<file path="src/comm_status_pkg.sv">
/*
 * Constants, types and register map of the drive communication status unit.
 * Assumes a 10 MHz system clock and a 32-bit APB register bus.
 */
package comm_status_pkg;

    // Clock and lamp timing
    localparam int CLK_FREQ_KHZ = 10000;
    localparam int TICK_TIME_MS = 50;
    localparam int TICK_CYCLES_DEF = TICK_TIME_MS * CLK_FREQ_KHZ;
    localparam int TICK_CNT_W = 20;
    localparam int PHASE_W = 5;

    // Lamp phase windows, in ticks of a 32-tick frame
    localparam logic [PHASE_W-1:0] FLASH_ON_END = 5'h04;
    localparam logic [PHASE_W-1:0] FLASH2_BEG = 5'h08;
    localparam logic [PHASE_W-1:0] FLASH2_END = 5'h0c;
    localparam int BLINK_BIT = 2;

    // APB register byte offsets
    localparam logic [11:0] REG_COMM = 12'h000;
    localparam logic [11:0] REG_LATEST = 12'h004;
    localparam logic [11:0] REG_STATUS = 12'h008;
    localparam logic [11:0] REG_EMCY_CNT = 12'h00c;

    // Field positions
    localparam int COMM_STATE_LSB = 0;
    localparam int ERR_PAT_LSB = 4;
    localparam int ST_BUSY_BIT = 0;
    localparam int ST_PEND_BIT = 1;
    localparam int ST_STICKY_LSB = 8;
    localparam int ST_STEP_LSB = 16;
    localparam logic [3:0] STICKY_RESET = 4'h0;

    // Object dictionary addresses and signatures
    localparam logic [15:0] OBJ_STORE = 16'h1010;
    localparam logic [15:0] OBJ_RESTORE = 16'h1011;
    localparam logic [7:0] SUB_SIGNATURE = 8'h04;
    localparam logic [31:0] SIG_SAVE = 32'h65766173;
    localparam logic [31:0] SIG_LOAD = 32'h64616f6c;
    localparam logic [15:0] SAVE_IDX_LO = 16'h2000;
    localparam logic [15:0] SAVE_IDX_HI = 16'h5fff;
    localparam logic [15:0] OBJ_CTRL_WORD = 16'h6040;
    localparam logic [15:0] OBJ_OP_MODE = 16'h6060;
    localparam logic [15:0] OBJ_TARGET_POS = 16'h607a;
    localparam logic [15:0] OBJ_TARGET_VEL = 16'h60ff;
    localparam logic [3:0] CTRL_ENABLE_OP = 4'hf;
    localparam logic [7:0] MODE_HOMING = 8'h06;

    // Transfer sizes in bytes
    localparam logic [6:0] PDO_MAX_BYTES = 7'h40;
    localparam logic [6:0] SDO_EXP_BYTES = 7'h04;

    // Emergency message layout
    localparam logic [3:0] EMCY_LAST_IDX = 4'hf;
    localparam logic [7:0] EMCY_BODY_LEN = 8'h0a;
    localparam logic [7:0] MBX_TYPE_COE = 8'h03;
    localparam logic [7:0] CMD_TYPE_EMCY = 8'h10;
    localparam logic [3:0] EMCY_IDX_LEN = 4'h0;
    localparam logic [3:0] EMCY_IDX_TYPE = 4'h5;
    localparam logic [3:0] EMCY_IDX_CMD = 4'h7;
    localparam logic [3:0] EMCY_IDX_CODE = 4'h8;
    localparam logic [3:0] EMCY_IDX_EREG = 4'ha;
    localparam logic [3:0] EMCY_IDX_USER = 4'hb;

    typedef enum logic [2:0] {
        LP_OFF, LP_ON, LP_BLINK, LP_SINGLE, LP_DOUBLE, LP_FLICKER
    } lamp_pat_t;

    typedef enum logic [1:0] {
        CS_INIT, CS_PREOP, CS_SAFEOP, CS_OP
    } comm_state_t;

    typedef enum logic [2:0] {
        SU_WAIT_CTRL, SU_CTRL_SEEN, SU_ENABLED, SU_HOMING, SU_MOTION
    } startup_t;

endpackage

</file>
<file path="src/lamp_if.sv">
/*
 * Carrier between the status unit and one lamp pattern generator.
 * Assumes the shared phase and pattern come from the same clock domain.
 */
`timescale 1ns/1ps
interface lamp_if;
    import comm_status_pkg::*;
    lamp_pat_t pattern;
    logic [PHASE_W-1:0] phase;
    logic lamp;

    modport ctrl (output pattern, output phase, input lamp);
    modport gen (input pattern, input phase, output lamp);
endinterface

</file>
<file path="src/comm_status_unit.sv">
/*
 * Communication status unit of a fieldbus stepper drive: emergency message
 * source, run/error/link lamps, save and restore signature detection and
 * start-up step tracking, with an APB register slave.
 * Assumes all inputs are synchronous to clk_i and the mailbox layer
 * presents each decoded object write as a one-cycle strobe.
 */
// Local design decisions: the APB interface to the registers and the register offsets.
`timescale 1ns/1ps
module comm_status_unit #(
    parameter int unsigned TICK_CYCLES = comm_status_pkg::TICK_CYCLES_DEF  // Lamp tick
) (
    input wire logic clk_i,                // System clock, 10 MHz
    input wire logic rst_i,                // Async reset, active high
    input wire logic psel,                 // APB select
    input wire logic penable,              // APB access phase
    input wire logic pwrite,               // APB write
    input wire logic [11:0] paddr,         // APB byte address
    input wire logic [31:0] pwdata,        // APB write data
    output logic [31:0] prdata,            // APB read data
    output logic pready,                   // APB ready
    output logic pslverr,                  // APB error, unmapped address
    input wire logic fault_event_i,        // Warning or alarm event pulse
    input wire logic [15:0] fault_code_i,  // Code of that event
    input wire logic [7:0] fault_reg_i,    // Error register of that event
    output logic [7:0] emcy_data_o,        // Emergency message byte
    output logic emcy_valid_o,             // Byte valid
    output logic emcy_last_o,              // Last byte of message
    input wire logic emcy_ready_i,         // Byte taken
    input wire logic obj_wr_i,             // Object write strobe
    input wire logic obj_pdo_i,            // Write came by process data
    input wire logic [6:0] obj_len_i,      // Transfer size in bytes
    input wire logic [15:0] obj_index_i,   // Object index
    input wire logic [7:0] obj_sub_i,      // Object subindex
    input wire logic [31:0] obj_data_i,    // Object value
    output logic save_req_o,               // Save parameters pulse
    output logic [15:0] save_lo_o,         // First index to save
    output logic [15:0] save_hi_o,         // Last index to save
    output logic restore_req_o,            // Restore defaults pulse
    output logic step_report_o,            // Start-up step reported pulse
    input wire logic link_in_up_i,         // Input port link up
    input wire logic link_in_act_i,        // Input port traffic pulse
    input wire logic link_out_up_i,        // Output port link up
    input wire logic link_out_act_i,       // Output port traffic pulse
    output logic state_machine_lamp_o,     // Green run lamp
    output logic fault_lamp_position_o,    // Red error lamp
    output logic link_in_lamp_o,           // Green input port lamp
    output logic link_out_lamp_o           // Green output port lamp
);
    import comm_status_pkg::*;

    typedef struct packed {
        logic [TICK_CNT_W-1:0] tick_cnt;
        logic [PHASE_W-1:0] phase;
        comm_state_t comm_state;
        lamp_pat_t err_pat;
        logic [15:0] latest_code;
        logic [3:0] sticky;        // save, restore, ignored, size error
        startup_t step;
        logic emcy_active;
        logic [3:0] emcy_idx;
        logic [7:0] emcy_data;
        logic [15:0] emcy_code;
        logic [7:0] emcy_ereg;
        logic pend;
        logic [15:0] pend_code;
        logic [7:0] pend_ereg;
        logic [15:0] emcy_cnt;
        logic act_in;
        logic act_out;
        logic save_pulse;
        logic restore_pulse;
        logic report_pulse;
    } unit_state_t;

    unit_state_t s_reg;
    unit_state_t s_next;

    // Byte n of an emergency message, little-endian words
    function automatic logic [7:0] emcy_byte(input logic [3:0] idx, input logic [15:0] code,
                                             input logic [7:0] ereg, input logic [15:0] latest);
        logic [7:0] b;
        b = 8'h00;
        unique case (idx)
            EMCY_IDX_LEN: b = EMCY_BODY_LEN;
            EMCY_IDX_TYPE: b = MBX_TYPE_COE;
            EMCY_IDX_CMD: b = CMD_TYPE_EMCY;
            EMCY_IDX_CODE: b = code[7:0];
            EMCY_IDX_CODE + 4'h1: b = code[15:8];
            EMCY_IDX_EREG: b = ereg;
            EMCY_IDX_USER: b = latest[7:0];
            EMCY_IDX_USER + 4'h1: b = latest[15:8];
            default: b = 8'h00;                              // Header padding bytes and upper user bytes
        endcase
        return b;
    endfunction

    logic obj_size_ok;
    logic sig_write;
    logic apb_wr;
    logic emcy_done;
    lamp_pat_t run_pat;

    assign apb_wr = psel && penable && pwrite;
    assign emcy_done = s_reg.emcy_active && emcy_ready_i && (s_reg.emcy_idx == EMCY_LAST_IDX);
    // Oversized frames are refused whole rather than truncated
    assign obj_size_ok = obj_pdo_i ? (obj_len_i <= PDO_MAX_BYTES)
                                   : (obj_len_i == SDO_EXP_BYTES);
    assign sig_write = obj_wr_i && obj_size_ok && (obj_sub_i == SUB_SIGNATURE) &&
        ((obj_index_i == OBJ_STORE) || (obj_index_i == OBJ_RESTORE));

    always_comb begin
        s_next = s_reg;
        s_next.save_pulse = 1'b0;
        s_next.restore_pulse = 1'b0;
        s_next.report_pulse = 1'b0;

        // Lamp time base
        if (s_reg.tick_cnt >= TICK_CNT_W'(TICK_CYCLES - 1)) begin
            s_next.tick_cnt = '0;
            s_next.phase = s_reg.phase + 5'h01;
            s_next.act_in = 1'b0;
            s_next.act_out = 1'b0;
        end else begin
            s_next.tick_cnt = s_reg.tick_cnt + 20'h00001;
        end
        // Traffic is stretched to the next tick so short bursts show
        if (link_in_act_i) begin
            s_next.act_in = 1'b1;
        end
        if (link_out_act_i) begin
            s_next.act_out = 1'b1;
        end

        // Emergency message sender with one pending slot
        if (s_reg.emcy_active && emcy_ready_i && !emcy_done) begin
            s_next.emcy_idx = s_reg.emcy_idx + 4'h1;
            s_next.emcy_data = emcy_byte(s_reg.emcy_idx + 4'h1, s_reg.emcy_code,
                                         s_reg.emcy_ereg, s_reg.latest_code);
        end
        if (!s_reg.emcy_active || emcy_done) begin
            s_next.emcy_active = 1'b0;
            if (s_reg.pend || fault_event_i) begin
                s_next.emcy_active = 1'b1;
                s_next.emcy_idx = EMCY_IDX_LEN;
                s_next.emcy_data = emcy_byte(EMCY_IDX_LEN, 16'h0000, 8'h00, 16'h0000);
                s_next.emcy_code = s_reg.pend ? s_reg.pend_code : fault_code_i;
                s_next.emcy_ereg = s_reg.pend ? s_reg.pend_ereg : fault_reg_i;
                s_next.pend = s_reg.pend && fault_event_i;
                s_next.emcy_cnt = s_reg.emcy_cnt + 16'h0001;
            end
        end else if (fault_event_i) begin
            s_next.pend = 1'b1;  // A newer event replaces an older waiting one
        end
        if (fault_event_i) begin
            s_next.pend_code = fault_code_i;
            s_next.pend_ereg = fault_reg_i;
        end

        // APB register writes; sticky bits clear by writing one
        if (apb_wr && (paddr == REG_COMM)) begin
            s_next.comm_state = comm_state_t'(pwdata[COMM_STATE_LSB +: 2]);
            s_next.err_pat = lamp_pat_t'(pwdata[ERR_PAT_LSB +: 3]);
        end
        if (apb_wr && (paddr == REG_LATEST)) begin
            s_next.latest_code = pwdata[15:0];
        end
        if (apb_wr && (paddr == REG_STATUS)) begin
            s_next.sticky = s_reg.sticky & ~pwdata[ST_STICKY_LSB +: 4];
        end
        // Events after the clear so that a set in the same cycle wins
        if (fault_event_i) begin
            s_next.latest_code = fault_code_i;
        end
        if (obj_wr_i && !obj_size_ok) begin
            s_next.sticky[3] = 1'b1;
        end

        // Save and restore signatures
        if (sig_write) begin
            if ((obj_index_i == OBJ_STORE) && (obj_data_i == SIG_SAVE)) begin
                s_next.save_pulse = 1'b1;
                s_next.sticky[0] = 1'b1;
            end else if (obj_data_i == SIG_LOAD) begin
                s_next.restore_pulse = 1'b1;
                s_next.sticky[1] = 1'b1;
            end else begin
                s_next.sticky[2] = 1'b1;
            end
        end

        // Start-up step tracking
        if (obj_wr_i && obj_size_ok) begin
            unique case (s_reg.step)
                SU_WAIT_CTRL: if (obj_index_i == OBJ_CTRL_WORD) begin
                    s_next.step = SU_CTRL_SEEN;
                end
                SU_CTRL_SEEN: if ((obj_index_i == OBJ_CTRL_WORD) &&
                                  (obj_data_i[3:0] == CTRL_ENABLE_OP)) begin
                    s_next.step = SU_ENABLED;
                end
                SU_ENABLED: if ((obj_index_i == OBJ_OP_MODE) &&
                                (obj_data_i[7:0] == MODE_HOMING)) begin
                    s_next.step = SU_HOMING;
                end
                SU_HOMING: if ((obj_index_i == OBJ_TARGET_POS) ||
                               (obj_index_i == OBJ_TARGET_VEL)) begin
                    s_next.step = SU_MOTION;
                end
                SU_MOTION: s_next.step = SU_MOTION;
                default: s_next.step = SU_WAIT_CTRL;
            endcase
            s_next.report_pulse = (s_next.step != s_reg.step);
        end
    end

    always_ff @(posedge clk_i or posedge rst_i) begin
        if (rst_i) begin
            s_reg <= '0;
        end else begin
            s_reg <= s_next;
        end
    end

    // Register read mux; zero-wait slave
    always_comb begin
        prdata = 32'h00000000;
        pslverr = 1'b0;
        unique case (paddr)
            REG_COMM: begin
                prdata[COMM_STATE_LSB +: 2] = s_reg.comm_state;
                prdata[ERR_PAT_LSB +: 3] = s_reg.err_pat;
            end
            REG_LATEST: prdata[15:0] = s_reg.latest_code;
            REG_STATUS: begin
                prdata[ST_BUSY_BIT] = s_reg.emcy_active;
                prdata[ST_PEND_BIT] = s_reg.pend;
                prdata[ST_STICKY_LSB +: 4] = s_reg.sticky;
                prdata[ST_STEP_LSB +: 3] = s_reg.step;
            end
            REG_EMCY_CNT: prdata[15:0] = s_reg.emcy_cnt;
            default: pslverr = psel && penable;
        endcase
    end
    assign pready = 1'b1;

    // Run lamp follows the communication state
    always_comb begin
        unique case (s_reg.comm_state)
            CS_INIT: run_pat = LP_OFF;
            CS_PREOP: run_pat = LP_BLINK;
            CS_SAFEOP: run_pat = LP_SINGLE;
            CS_OP: run_pat = LP_ON;
        endcase
    end

    lamp_if lif[4] ();
    assign lif[0].pattern = run_pat;
    assign lif[1].pattern = s_reg.err_pat;
    assign lif[2].pattern = !link_in_up_i ? LP_OFF : (s_reg.act_in ? LP_FLICKER : LP_ON);
    assign lif[3].pattern = !link_out_up_i ? LP_OFF : (s_reg.act_out ? LP_FLICKER : LP_ON);

    genvar gi;
    generate
        for (gi = 0; gi < 4; gi++) begin : g_lamp
            assign lif[gi].phase = s_reg.phase;
            lamp_pattern u_lamp (
                .clk_i(clk_i),
                .rst_i(rst_i),
                .bus(lif[gi])
            );
        end
    endgenerate

    assign state_machine_lamp_o = lif[0].lamp;
    assign fault_lamp_position_o = lif[1].lamp;
    assign link_in_lamp_o = lif[2].lamp;
    assign link_out_lamp_o = lif[3].lamp;
    assign emcy_data_o = s_reg.emcy_data;
    assign emcy_valid_o = s_reg.emcy_active;
    assign emcy_last_o = s_reg.emcy_active && (s_reg.emcy_idx == EMCY_LAST_IDX);
    assign save_req_o = s_reg.save_pulse;
    assign save_lo_o = SAVE_IDX_LO;
    assign save_hi_o = SAVE_IDX_HI;
    assign restore_req_o = s_reg.restore_pulse;
    assign step_report_o = s_reg.report_pulse;
endmodule

</file>
<file path="src/lamp_pattern.sv">
/*
 * One indicator lamp: turns a pattern code and the shared frame phase
 * into a registered lamp level. Assumes phase advances once per tick.
 */
`timescale 1ns/1ps
module lamp_pattern (
    input wire logic clk_i,  // System clock
    input wire logic rst_i,  // Async reset, active high
    lamp_if.gen bus          // Pattern in, lamp out
);
    import comm_status_pkg::*;

    typedef struct packed {
        logic lamp;
    } lamp_state_t;

    lamp_state_t s_reg;
    lamp_state_t s_next;

    // Pattern decode against the frame phase
    always_comb begin
        s_next = s_reg;
        unique case (bus.pattern)
            LP_OFF: s_next.lamp = 1'b0;
            LP_ON: s_next.lamp = 1'b1;
            LP_BLINK: s_next.lamp = bus.phase[BLINK_BIT];
            LP_SINGLE: s_next.lamp = (bus.phase < FLASH_ON_END);
            LP_DOUBLE: s_next.lamp = (bus.phase < FLASH_ON_END) ||
                ((bus.phase >= FLASH2_BEG) && (bus.phase < FLASH2_END));
            LP_FLICKER: s_next.lamp = bus.phase[0];
            default: s_next.lamp = 1'b0;  // Unused codes keep the lamp dark
        endcase
    end

    always_ff @(posedge clk_i or posedge rst_i) begin
        if (rst_i) begin
            s_reg <= '0;
        end else begin
            s_reg <= s_next;
        end
    end

    assign bus.lamp = s_reg.lamp;
endmodule

</file>
<file path="config.mk">
export PLATFORM = sky130hd
export DESIGN_NAME = comm_status_unit
export DESIGN_NICKNAME = d
export VERILOG_FILES = /design/src/comm_status_pkg.sv /design/src/lamp_if.sv /design/src/comm_status_unit.sv /design/src/lamp_pattern.sv
export SDC_FILE = /design/constraint.sdc
export NUM_CORES = 1
export LEC_CHECK = 0
export ABC_AREA = 1
export BUFFER_PORTS_ARGS = -buffer_cell sky130_fd_sc_hd__buf_2
export CORE_MARGIN = 2
export CORE_UTILIZATION = 45
export CTS_CLUSTER_SIZE = 28
export DETAILED_ROUTE_END_ITERATION = 7
export PLACE_DENSITY_LB_ADDON = 0.1
export SLEW_MARGIN = 15
export SYNTH_ARGS = -nofsm -noshare
export SYNTH_HDL_FRONTEND = slang
export SYNTH_SLANG_ARGS = --single-unit
</file>
<file path="constraint.sdc">
create_clock -name clk_i -period 10.9 [get_ports clk_i]
set_input_delay 2.18 -clock clk_i [delete_from_list [all_inputs] [get_ports clk_i]]
set_output_delay 2.18 -clock clk_i [all_outputs]
set_load 0.05 [all_outputs]
</file>
==> flow_summary.yaml <==
logic_synthesis:
  netlist_area_um2: 7920
  yosysTopAreaCellShare_pct: 44.2
  synth_edf_count: 0
  synth_area_per_cell_um2: 7.55
  ys.flop_type: "dfrtp_1"
  yosys_warnings: 0
  ys_types: 38
  synthTopCellsByCount: "nand2_1 (246), dfrtp_1 (140), inv_1 (139), nor2_1 (101), o21ai_0 (88)"
  post-synth-top-count-cell: "nand2_1"
  ys_seq_area_share_pct: 44.2
  synth_largest_area_cell: "dfrtp_1"
  synth.area.top_cells: "dfrtp_1 (44%), nand2_1 (12%), inv_1 (6.6%)"
  postSynthCellCount: 1049
  synth_seq_cells: 140
  async_reset_ff_share_pct: 100
timing:
  tightest_slew_ps: 1070
  fmax_mhz: 166
  finalMaxSlewViolations: 0
  period_share_pct: 55.4
  finalCriticalPeriod_ps: 6040
  fin_skew_ps: 18.7
  rsz0062_at_grt: "no"
  fin_ws_ps: 4860
  finalHoldViolCount: 0
  maxSlewHeadroom_pct: 28.5
  finalSetupViolCount: 0
  fin_tns_setup_ps: 0
die:
  fp.coreArea_um2: 17200
  fp-row-count: 48
  die-height_um: 137
  die-area_um2: 18700
  initial_utilization_pct: 45.9
  die_w_um: 137
  pin_count: 227
clock_network:
  cts_setup_buffers: 0
  ctsResizeCount: 0
  cts_sinks: 140
  insertion_delay_ps: 430
  clk_pin_slew_ps: 60
  tritoncts: "yes"
  postCtsHoldBufs: 0
  cts_htree_levels: 4
  cts-buffers-inserted: 17
  cts_max_path_buffers: 2
  cts_root_buffer: "clkbuf_16"
setup_path:
  cp_slowest_cell: "nand3_1"
  reg2reg_depth: 9
  cp-end-kind: "output pin"
  critPathMaxStageDelay_ps: 410
  r2r_setup_slack_ps: 7860
  worstReg2RegStart: "s_reg[78]"
  crit_arrival_ps: 3860
  crit_fanout: 14
  critPathLaunchType: "input port"
  worstSetupPathType: "in2out"
  crit_family: "simple AND/OR/NAND/NOR gates"
  required_ps: 8720
  crit_buf_inv: 2
  path_common_cell: "buf_2"
  worstPathCellList: "buf_2 -> or2_2 -> nor2_2 -> nand3_1 -> o221ai_1 -> buf_2"
  r2r-end: "s_reg[15]"
routing:
  wl_um: 20200
  ant_nets: 0
  wl_per_cell_um: 14.1
  drc: 0
  firstDrtPassIters: 4
  drtIter0Drc: 409
  vias: 7008
  routed_via_density: 4.90
finish:
  diodes: 0
  layout-drive-gt1-share_pct: 17.9
  fill_cells: 1655
  utilization_pct: 54.1
  fin_cells: 1431
  syn2layout_area_growth_pct: 17.6
  multi_input_area_um2: 3500
  seq_area_um2: 3500
  largest_reg_flops: 116
  nNetsFinal: 1344
status:
  status: "finished clean"
global_route:
  grt_first_pass_wirelength_um: 31900
  grt_pass1_vias: 6382
  grt_antenna_before_repair: 0
  grt_max_degree: 80
  track_usage_pct: 22.0
  grt-ovfl-total: 0
placement:
  dpl.hpwl_um: 15100
  portBuffers: 164
  post-place-ws_ps: 4880
  dp_cells: 1399
  gp_congestion: 0.850
hold_path:
  worstHoldPathType: "reg2reg"
  hold_depth: 1
  min_from: "s_reg[3]"
  holdPathEnd: "g_lamp[3].u_lamp.bus.lamp"
pwr:
  power_density_nw_per_um2: 198
  power.leakage_nw: 4.87
  irDropWorstVdd_mv: 0.133
  power_mw: 1.85
flow_run:
  maxCapViolCount: 0
[cell families after synthesis]
family / share of synthesized area [%]
AND/OR/NAND/NOR: 26.6
buffers and inverters: 13.7
adder cells (fa/ha/maj): 1.11
other: 0.0948
XOR/XNOR: 2.65
AO/OA/AOI/OAI: 11.5
flip-flops: 44.2
[cells in the final DEF, fill, tap and decap left out, drive strengths merged, types with 11 or more instances in the layout]
cell type / Yosys / routed
o211ai: 11 / 11
dfrtp: 140 / 140
nor2: 106 / 106
o21ai: 96 / 96
clkbuf: 16 / 19
buf: 70 / 166
conb: 2 / 47
nand4: 22 / 22
xor2: 22 / 22
inv: 141 / 144
a21oi: 20 / 20
nand2: 250 / 250
nor3: 27 / 27
nand3: 64 / 64
[cell type report]
cell class              count  area share [%]
repair buffers            166            8.97
clock inverters            13            2.27
flip-flops and latches    140            37.6
well taps                 225            3.02
multi-input cells         727            37.5
clock buffers              19            4.86
inverters                 141            5.73
[worst max path at each step]
stage | from | end | slack, ps | depth (start not counted)
global route | paddr[9] | prdata[10] | 4650 | 9
CTS | paddr[1] | prdata[4] | 4880 | 6
floorplan | paddr[1] | prdata[4] | 4870 | 5
detailed placement | paddr[1] | prdata[4] | 4880 | 8
global placement | paddr[1] | prdata[1] | 4870 | 6
finish | paddr[1] | prdata[4] | 4860 | 6
[routing by layer]
metal	vias up	track usage, %	share of wire (%)
met5	-	0	0
met4	0	5.38	1.0
met3	13	5.22	5.6
met2	192	35.0	47
met1	3234	30.5	46
li1	3569	-	-
[through the flow]
step / hold WS, ps / area [um^2]
floorplan: 431 / 8090
global placement: 446 / 8650
detailed placement: 458 / 8650
CTS: 457 / 9320
global route: 474 / 9320
finish: 453 / 9320
[where the power goes]
| group | leakage (nW) | switching (mW) | total (mW) | internal [mW] |
|---|---|---|---|---|
| registers | 1.72 | 0.0763 | 0.697 | 0.620 |
| clock network | 0.313 | 0.232 | 0.652 | 0.420 |
| logic | 2.84 | 0.354 | 0.496 | 0.142 |
Power figures use the tool's default switching activity.
